===== src/hw/gpc_pkg.sv =====
// Package with register map, field layout and timing constants of the pin control block.
package gpc_pkg;

  // ----------------------------------------------------------------
  // Register map
  // ----------------------------------------------------------------
  localparam int GPC_NUM_PINS = 2;
  localparam int GPC_ADDR_W = 8;
  localparam int GPC_DATA_W = 32;
  localparam int GPC_REG_W = 8;
  // Printed offsets are not multiples of four, so they are indices and byte address is 4x.
  localparam logic [GPC_ADDR_W-1:0] GPC_IDX_PIN_ONE = 8'h41;
  localparam logic [GPC_ADDR_W-1:0] GPC_IDX_PIN_TWO = 8'h42;
  localparam int GPC_BYTE_SHIFT = 2;
  localparam int GPC_WB_ADR_W = GPC_ADDR_W + GPC_BYTE_SHIFT;

  // ----------------------------------------------------------------
  // Field layout
  // ----------------------------------------------------------------
  localparam int GPC_BIT_SET = 0;
  localparam int GPC_BIT_LEVEL = 1;
  localparam int GPC_BIT_DIR = 2;
  localparam int GPC_BIT_DEB = 4;
  localparam int GPC_BIT_SLEEP = 7;
  localparam logic [GPC_REG_W-1:0] GPC_WR_MASK = 8'h95;
  localparam logic [GPC_REG_W-1:0] GPC_RESET_DEFAULT = 8'h00;

  // ----------------------------------------------------------------
  // Timing
  // ----------------------------------------------------------------
  localparam int GPC_CLK_HZ = 50000000;
  localparam int GPC_DEB_SHORT_US = 94;
  localparam int GPC_DEB_LONG_US = 156;
  localparam int GPC_DEB_SHORT_CYC = GPC_DEB_SHORT_US * (GPC_CLK_HZ / 1000000);
  localparam int GPC_DEB_LONG_CYC = GPC_DEB_LONG_US * (GPC_CLK_HZ / 1000000);
  localparam int GPC_CNT_W = 14;

  typedef enum logic [2:0] {
    GPC_BUS_IDLE = 3'b001,
    GPC_BUS_ACK = 3'b010,
    GPC_BUS_DONE = 3'b100
  } gpc_bus_state_t;

endpackage


===== src/hw/gpc_debounce.sv =====
// Input debounce filter for one pad with a selectable settle time.
`timescale 1ns/1ps
module gpc_debounce
  import gpc_pkg::*;
(
  input wire logic clk,
  input wire logic reset,
  input wire logic pad_in,
  input wire logic long_sel,
  input wire logic [GPC_CNT_W-1:0] short_cycles,
  input wire logic [GPC_CNT_W-1:0] long_cycles,
  output logic level
);

  // ----------------------------------------------------------------
  // Settle counter
  // ----------------------------------------------------------------
  logic [GPC_CNT_W-1:0] cnt_r;
  logic [GPC_CNT_W-1:0] cnt_nxt;
  logic level_r;
  wire logic [GPC_CNT_W-1:0] limit = long_sel ? long_cycles : short_cycles;
  wire logic differs = pad_in != level_r;
  wire logic settled = differs && (cnt_r >= limit - 14'h0001);

  // A glitch shorter than the window restarts the count, so the level never follows it.
  always_comb
  begin
    cnt_nxt = '0;
    if (differs && !settled)
    begin
      cnt_nxt = cnt_r + 14'h0001;
    end
  end

  always_ff @(posedge clk)
  begin
    if (reset)
    begin
      cnt_r <= '0;
      level_r <= 1'b0;
    end
    else
    begin
      cnt_r <= cnt_nxt;
      if (settled)
      begin
        level_r <= pad_in;
      end
    end
  end

  assign level = level_r;

endmodule


===== src/hw/gpc_pin_ctrl.sv =====
// Control and status registers for two general-purpose pins behind a Wishbone slave.
`timescale 1ns/1ps
// Overview of operation
// - The first pin's register sits at index 0x41 and the second pin's at index 0x42.
// - The second pin's register at 0x42 has the same fields and behaviour as the first.
// - With sleep-force set, the device asleep and the pin an output, the pad is driven low.
// - Debounce-select clear gives a 94 us input debounce and set gives 156 us.
// - With direction clear the pad is an input and is not driven.
// - With direction set the pad is an output handed to the power-up sequencer.
// - The pad-level bit is read-only, shows the debounced pad level and ignores writes.
// - In output mode the output-value bit is driven onto the pad, or seq_level while seq_drive_en is set; sleep-force overrides both.
// - Both control registers return to their defaults on power-on reset.
module gpc_pin_ctrl
  import gpc_pkg::*;
(
  input wire logic clk,
  input wire logic reset,
  input wire logic wb_cyc_i,
  input wire logic wb_stb_i,
  input wire logic wb_we_i,
  input wire logic [GPC_WB_ADR_W-1:0] wb_adr_i,
  input wire logic [3:0] wb_sel_i,
  input wire logic [GPC_DATA_W-1:0] wb_dat_i,
  output logic [GPC_DATA_W-1:0] wb_dat_o,
  output logic wb_ack_o,
  output logic wb_err_o,
  input wire logic [GPC_REG_W-1:0] otp_default_one,
  input wire logic [GPC_REG_W-1:0] otp_default_two,
  input wire logic sleep_active,
  input wire logic [GPC_NUM_PINS-1:0] seq_drive_en,
  input wire logic [GPC_NUM_PINS-1:0] seq_level,
  input wire logic [GPC_NUM_PINS-1:0] pad_i,
  output logic [GPC_NUM_PINS-1:0] pad_o,
  output logic [GPC_NUM_PINS-1:0] pad_oe,
  output logic [GPC_NUM_PINS-1:0] pad_level,
  output logic [GPC_NUM_PINS-1:0] seq_owned
);

  // ----------------------------------------------------------------
  // Address decode
  // ----------------------------------------------------------------
  function automatic logic [GPC_NUM_PINS-1:0] hit(input logic [GPC_WB_ADR_W-1:0] adr);
    logic [GPC_ADDR_W-1:0] idx;
    idx = adr[GPC_WB_ADR_W-1:GPC_BYTE_SHIFT];
    hit = '0;
    if (adr[GPC_BYTE_SHIFT-1:0] != 2'b00)
    begin
      hit = '0;
    end
    else if (idx == GPC_IDX_PIN_ONE)
    begin
      hit[0] = 1'b1;
    end
    else if (idx == GPC_IDX_PIN_TWO)
    begin
      hit[1] = 1'b1;
    end
  endfunction

  gpc_bus_state_t bus_r;
  gpc_bus_state_t bus_nxt;
  logic [GPC_REG_W-1:0] ctrl_r [GPC_NUM_PINS];
  logic [GPC_DATA_W-1:0] rdata_r;
  logic err_r;
  logic load_pending_r;

  wire logic req = wb_cyc_i && wb_stb_i;
  wire logic [GPC_NUM_PINS-1:0] sel_hit = hit(wb_adr_i);
  wire logic mapped = |sel_hit;
  wire logic take = req && (bus_r == GPC_BUS_IDLE);
  wire logic wr_lane = wb_sel_i[0];

  // ----------------------------------------------------------------
  // Bus sequencing
  // ----------------------------------------------------------------
  // One wait cycle lets the registered read data settle; ack stands for one cycle only.
  always_comb
  begin
    bus_nxt = bus_r;
    case (bus_r)
      GPC_BUS_IDLE:
      begin
        if (req)
        begin
          bus_nxt = GPC_BUS_ACK;
        end
      end
      GPC_BUS_ACK:
      begin
        bus_nxt = GPC_BUS_DONE;
      end
      GPC_BUS_DONE:
      begin
        if (!req)
        begin
          bus_nxt = GPC_BUS_IDLE;
        end
      end
      default:
      begin
        bus_nxt = GPC_BUS_IDLE;
      end
    endcase
  end

  always_ff @(posedge clk)
  begin
    if (reset)
    begin
      bus_r <= GPC_BUS_IDLE;
      err_r <= 1'b0;
    end
    else
    begin
      bus_r <= bus_nxt;
      if (take)
      begin
        err_r <= !mapped;
      end
    end
  end

  assign wb_ack_o = (bus_r == GPC_BUS_ACK) && !err_r;
  assign wb_err_o = (bus_r == GPC_BUS_ACK) && err_r;
  assign wb_dat_o = rdata_r;

  // ----------------------------------------------------------------
  // Per-pin registers and pad logic
  // ----------------------------------------------------------------
  // Reset is synchronous, so the default word from one-time memory is loaded on the
  // first edge after release rather than captured in the reset branch.
  always_ff @(posedge clk)
  begin
    if (reset)
    begin
      load_pending_r <= 1'b1;
    end
    else
    begin
      load_pending_r <= 1'b0;
    end
  end

  wire logic [GPC_REG_W-1:0] otp_word [GPC_NUM_PINS];
  assign otp_word[0] = otp_default_one;
  assign otp_word[1] = otp_default_two;

  logic [GPC_REG_W-1:0] rd_word [GPC_NUM_PINS];

  genvar g;
  generate
    for (g = 0; g < GPC_NUM_PINS; g = g + 1)
    begin : pin
      wire logic wr_hit = take && wb_we_i && wr_lane && sel_hit[g];
      wire logic [GPC_REG_W-1:0] wr_val = wb_dat_i[GPC_REG_W-1:0] & GPC_WR_MASK;
      wire logic dir_out = ctrl_r[g][GPC_BIT_DIR];
      wire logic sleep_low = ctrl_r[g][GPC_BIT_SLEEP] && sleep_active && dir_out;
      wire logic drive_val = seq_drive_en[g] ? seq_level[g] : ctrl_r[g][GPC_BIT_SET];
      logic deb_level;
      logic pad_o_r;

      always_ff @(posedge clk)
      begin
        if (reset)
        begin
          ctrl_r[g] <= GPC_RESET_DEFAULT;
        end
        else if (load_pending_r)
        begin
          ctrl_r[g] <= otp_word[g] & GPC_WR_MASK;
        end
        else if (wr_hit)
        begin
          ctrl_r[g] <= wr_val;
        end
      end

      gpc_debounce u_deb (
        .clk(clk),
        .reset(reset),
        .pad_in(pad_i[g]),
        .long_sel(ctrl_r[g][GPC_BIT_DEB]),
        .short_cycles(GPC_CNT_W'(GPC_DEB_SHORT_CYC)),
        .long_cycles(GPC_CNT_W'(GPC_DEB_LONG_CYC)),
        .level(deb_level)
      );

      // Sleep forcing overrides the sequencer too, since sleep is the deeper power state.
      always_ff @(posedge clk)
      begin
        if (reset)
        begin
          pad_o_r <= 1'b0;
        end
        else
        begin
          pad_o_r <= sleep_low ? 1'b0 : drive_val;
        end
      end

      assign pad_o[g] = pad_o_r;
      assign pad_oe[g] = dir_out;
      assign seq_owned[g] = dir_out;
      assign pad_level[g] = deb_level;
      assign rd_word[g] = (ctrl_r[g] & GPC_WR_MASK) | (8'(deb_level) << GPC_BIT_LEVEL);
    end
  endgenerate

  // ----------------------------------------------------------------
  // Read data
  // ----------------------------------------------------------------
  wire logic [GPC_REG_W-1:0] rd_sel = sel_hit[0] ? rd_word[0] : (sel_hit[1] ? rd_word[1] : '0);

  always_ff @(posedge clk)
  begin
    if (reset)
    begin
      rdata_r <= '0;
    end
    else if (take)
    begin
      rdata_r <= {{(GPC_DATA_W-GPC_REG_W){1'b0}}, rd_sel};
    end
  end

endmodule


===== config.mk =====
export PLATFORM = sky130hd
export DESIGN_NAME = gpc_pin_ctrl
export DESIGN_NICKNAME = d
export VERILOG_FILES = /design/src/hw/gpc_pkg.sv /design/src/hw/gpc_debounce.sv /design/src/hw/gpc_pin_ctrl.sv
export SDC_FILE = /design/constraint.sdc
export NUM_CORES = 1
export LEC_CHECK = 0
export BUFFER_PORTS_ARGS = -buffer_cell sky130_fd_sc_hd__buf_2
export CAP_MARGIN = 10
export CORE_UTILIZATION = 25
export CTS_CLUSTER_DIAMETER = 200
export DETAILED_ROUTE_END_ITERATION = 7
export SLEW_MARGIN = 20
export SYNTH_ARGS = -nofsm -noshare
export SYNTH_HDL_FRONTEND = slang
export SYNTH_SLANG_ARGS = --single-unit

===== constraint.sdc =====
create_clock -name clk -period 2 [get_ports clk]
set_input_delay 0.3 -clock clk [delete_from_list [all_inputs] [get_ports clk]]
set_output_delay 0.3 -clock clk [all_outputs]
set_load 0.05 [all_outputs]

Word-level counts from Yosys, hierarchy flattened
Memories as Yosys holds them, arrays and structs flattened.
Cells that the tools add are included.

storage, ports and cells
  register bits = 45
  latch bits = 0
  memory bits (writable) = 8
  bits in read-only memories = 0
  input bits = 74
  output and inout port bits = 42
  logic and storage cells = 91
  memories kept = 1

memory list
  memory  depth  width  rd ports  clocked after memory_dff  wr ports  RTL line            source
  ctrl_r  2      4      2         0                         2         gpc_pin_ctrl.sv:62  logic [GPC_REG_W-1:0] ctrl_r [GPC_NUM_PINS];

cells by class
  $add $sub $neg = 4
  multipliers = 0
  div/mod/pow operators = 0
  $lt $le $gt $ge = 2
  eq/ne operators = 9
  shifts and indexed selects = 0
  multiplexer cells = 30
  bitwise operators = 8
  reductions and logical operators = 27

operators by type and width
  operator                 count
  $add A14 B1 Y14 const B  2
  $ge A14 B14 Y1           2
  $sub A14 B1 Y14 const B  2
  $mux W12                 2
  $mux W1                  18
  $eq A8 B7 Y1 const B     2
  $logic_and A1 B1 Y1      16
  $mux W4                  4
  $mux W8                  2
  $or A8 B2 Y8             2
  $reduce_or A2 Y1         5
  $pmux W3 S3              1
  $mux W3                  2
  $logic_not A1 Y1         4
  $ne A2 B2 Y1 const B     2
  $or A1 B1 Y1             4
  $eq A3 B1 Y1 const B     1
  $eq A3 B2 Y1 const B     1
  $eq A3 B3 Y1 const B     1
  $mux W2                  1
  $ne A1 B1 Y1             2
  $not A1 Y1               2
  $reduce_and A2 Y1        1
  $reduce_bool A2 Y1       1

Logic depth before layout (Yosys ltp)
  depth in word-level cells = 10
  gate-level depth with buffers = 7
  gate-level depth less buffers = 6

Cells and area by module
Synthesis repeated with hierarchy kept, for this count alone.

unflattened totals
  cells, all modules = 480
  area, all modules = 4172.8 µm²

modules (own cells, without submodules)
  module        instances  cells an instance  area each (µm²)  sequential area each (µm²)
  gpc_debounce  2          179                1478.9           300.3
  gpc_pin_ctrl  1          122                1214.9           480.5

Worst setup path before layout
Ideal clock, no wire load.

  kind = flip-flop to output port
  from = register bus_r[2]
  to = output port wb_ack_o
  arrival time = 1.981 ns
  required time = 1.700 ns
  setup slack = -0.281 ns
  stages on the path, launching flop included = 2
  buffers on the path = 0
  path through = dfxtp_1 nor4b_1

on the way
  cells in the longest elaborated chain, start to end = 2

RTL lines
  element                 RTL line             source
  start, declared         gpc_pin_ctrl.sv:60   gpc_bus_state_t bus_r;
  start signal, assigned  gpc_pin_ctrl.sv:115  bus_r <= bus_nxt;
  $eq A3 B2 Y1            gpc_pin_ctrl.sv:123  assign wb_ack_o = (bus_r == GPC_BUS_ACK) && !err_r;
  $logic_and A1 B1 Y1     gpc_pin_ctrl.sv:123
  end, declared           gpc_pin_ctrl.sv:25   output logic wb_ack_o,

Every way passes these cells.

==> metrics.cfg <==
[status]
status=finished, final reports clean

[power]
leakagePower_nw=1.28
powerDensity_mw_per_mm2=650
vdd_drop_max_mv=0.317

[final_layout]
drive_gt1_share_pct=23.1
final_nets=419
syn_to_final_growth_pct=16.4
final_cells=470
fillers=1086
seqCellArea_mm2=0.00108
multi_input_area_mm2=0.00144
n_antenna_cell=0

[die]
dieWidth_um=106
io_pins=116
die_y_um=106
start_util_pct=26.0
core-area_mm2=0.0104
rows=37
dieArea_mm2=0.0112

[timing]
hold_violations=0
slew_violations=0
finalSetupViolCount=0
worst_slew_pin_slew_ps=523
rsz0062_at_grt=no
skew_ps=10.0
period_minus_slack_ps=1900
fin_setup_tns_ps=0
fmax_ghz=0.527
relSlewSlack_pct=65.1
min_period_over_period_pct=95.0

[critical_path]
crit_path_max_fanout=8
startpoint=ctrl_r[1][2]
path_depth=7
crit_family=compound AO/OA/AOI/OAI gates
max_stage_delay_ps=430
worst_setup_path_end_kind=register
endpoint=pin[1].u_deb.cnt_r[4]
rr_worst_depth=7
crit_required_ps=2200
rr_startpoint=ctrl_r[1][2]
r2r-end=pin[1].u_deb.cnt_r[4]
slowest_stage=edfxtp_1
path_cells=inv_1, ha_1, nand3_1, o211a_1, o311ai_4, buf_4, nor2_1
arrival_ps=2100
critPathKind=reg -> reg
crit_path_start_kind=register
crit_buf_inv=2
setup.reg_to_reg.worst_slack_ps=100

[global_route]
grt_antenna_before_repair=0
grt_pass1_wl_um=9070
grt_max_degree=18
grt_usage_pct=10.0
grt_pass1_vias=1994
overflow=0

[synthesis]
synth_top_family_by_area=simple AND/OR/NAND/NOR gates
synth_xor_xnor_area_share_pct=8.09
ys_top_cells_by_area=dfxtp_1 31%, buf_4 9.7%, edfxtp_1 8.9%
synth.yosys.seq_area_share_pct=39.9
yosys_register_bits=50
synth_cell_type_count=44
yosys.area_share.simple_pct=22.8
synth_edf_count=8
syn_area_mm2=0.00271
synthMuxAreaShare_pct=1.85
synth_top_area_cell=dfxtp_1
synth_top_area_share_pct=31.1
yosysMostFrequentCell=dfxtp_1
synth_fa_ha_area_share_pct=5.55
ys_async_sr_fraction_pct=0
avgSynthCellArea_um2=9.63
synth_cells=281
ys.flop_type=dfxtp_1
synth_compound_area_share_pct=10.2
synthTopCellsByCount=42 x dfxtp_1, 35 x buf_4, 31 x nor2_1
yosysWarningCount=0

[clock_tree]
clk_latency_ps=300
path_clk_slew_ps=100
h-tree-depth=2
root_buffer=clkbuf_8
cts_tree=done
cts_buffers=5
clock_path_buffers=2
clock-sinks=50

[detailed_routing]
drt_iter0_drc=63
drc=0
viasPerCell=4.41
dr.pass1.iters=4
via_count=2074
routed_wl_um=5420
wl_per_cell_um=11.5
drtAntennaViolNets=0

[placed_design]
dpl.cell_count=462
gp_congestion=0.784
post-dp-hpwl_um=4290
io_buffer_count=49

[flow_run]
cap_violations=0

[hold_path]
min_path_type=in -> reg

==> flip-flops by register name, indices dropped and copies added, names as in the netlist <==
signal	count
wb_dat_o	5
pin.pad_o_r	2
pin.u_deb.level	2
pin.u_deb.cnt_r	28
ctrl_r	8
bus_r	3
load_pending_r	1
err_r	1
==> per-layer routing <==
metal | vias to the layer above | global-route usage (%) | wire length [µm]
li1 | 1049 | - | -
met1 | 954 | 12.2 | 2490
met2 | 57 | 17.3 | 2620
met3 | 14 | 2.45 | 203
met4 | 0 | 3.17 | 109
met5 | - | 0 | 0
==> kinds of logic (layout without fill, tap and decap cells) <==
group / count (synthesis) / in the layout
other cells: 1 / 27
buf+inv: 47 / 74
compound gates: 33 / 33
mux: 5 / 5
xor+xnor: 25 / 25
flops: 50 / 50
simple gates: 108 / 108
fa+ha+maj: 12 / 12
==> cells in the final DEF (no fill, tap or decap), types with 7 or more instances in the layout <==
master / Yosys / routed
a22o_1: 18 / 18
buf_2: 1 / 49
buf_4: 35 / 10
conb_1: 1 / 27
dfxtp_1: 42 / 42
edfxtp_1: 8 / 8
ha_1: 12 / 12
inv_1: 7 / 7
nand2_1: 9 / 9
nand3_1: 13 / 13
nand4_1: 10 / 10
nor2_1: 31 / 31
nor3_1: 12 / 12
xnor2_1: 12 / 12
xor2_1: 13 / 13
==> report_power, final <==
group	internal [mW]	switching, mW	leakage [nW]	total [mW]
Clock	0.375	0.344	0.0585	0.719
Sequential	1.04	0.0171	0.430	1.06
Combinational	0.0697	0.201	0.795	0.270
==> final cells by class <==
type,instances,share of cell area [%]
Sequential cell,50,34.3
Multi-Input combinational cell,210,45.7
Inverter,7,0.834
Tap cell,136,5.40
Clock buffer,5,2.18
Timing Repair Buffer,59,10.2
Clock inverter,3,1.39
==> what timing repair did <==
item | 4_1_cts | 5_1_grt
buffers inserted | 0 | 0
endpoints found under the setup margin | 0 | 5
resized for setup | 0 | 2
hold buffers | 0 | 0
==> worst min path at each step <==
| stage | cells after the start | from | end | slack, ps |
|---|---|---|---|---|
| 2_1_floorplan | 0 | reset | load_pending_r | 330 |
| 3_3_place_gp | 1 | pin[0].u_deb.cnt_r[0] | pin[0].u_deb.cnt_r[0] | 440 |
| 3_5_place_dp | 1 | pin[0].u_deb.cnt_r[0] | pin[0].u_deb.cnt_r[0] | 450 |
| 4_1_cts | 2 | sleep_active | pin[0].pad_o_r | 210 |
| 5_1_grt | 2 | sleep_active | pin[0].pad_o_r | 220 |
| 6_report | 2 | sleep_active | pin[0].pad_o_r | 220 |
==> stage by stage <==
| stage | setup slack (ps) | total power [mW] | hold slack [ps] | util [%] | area (µm²) |
|---|---|---|---|---|---|
| after floorplan | 171 | 1.33 | 328 | - | 2820 |
| after global placement | 120 | 1.35 | 443 | 29.0 | 3020 |
| after global routing | 19.7 | 2.14 | 225 | 30.2 | 3150 |
| after detailed placement | 106 | 1.35 | 454 | 29.0 | 3020 |
| after CTS | 97.5 | 2.07 | 210 | 30.1 | 3140 |
| final | 101 | 2.05 | 217 | 30.2 | 3150 |
Power figures use the tool's default switching activity.
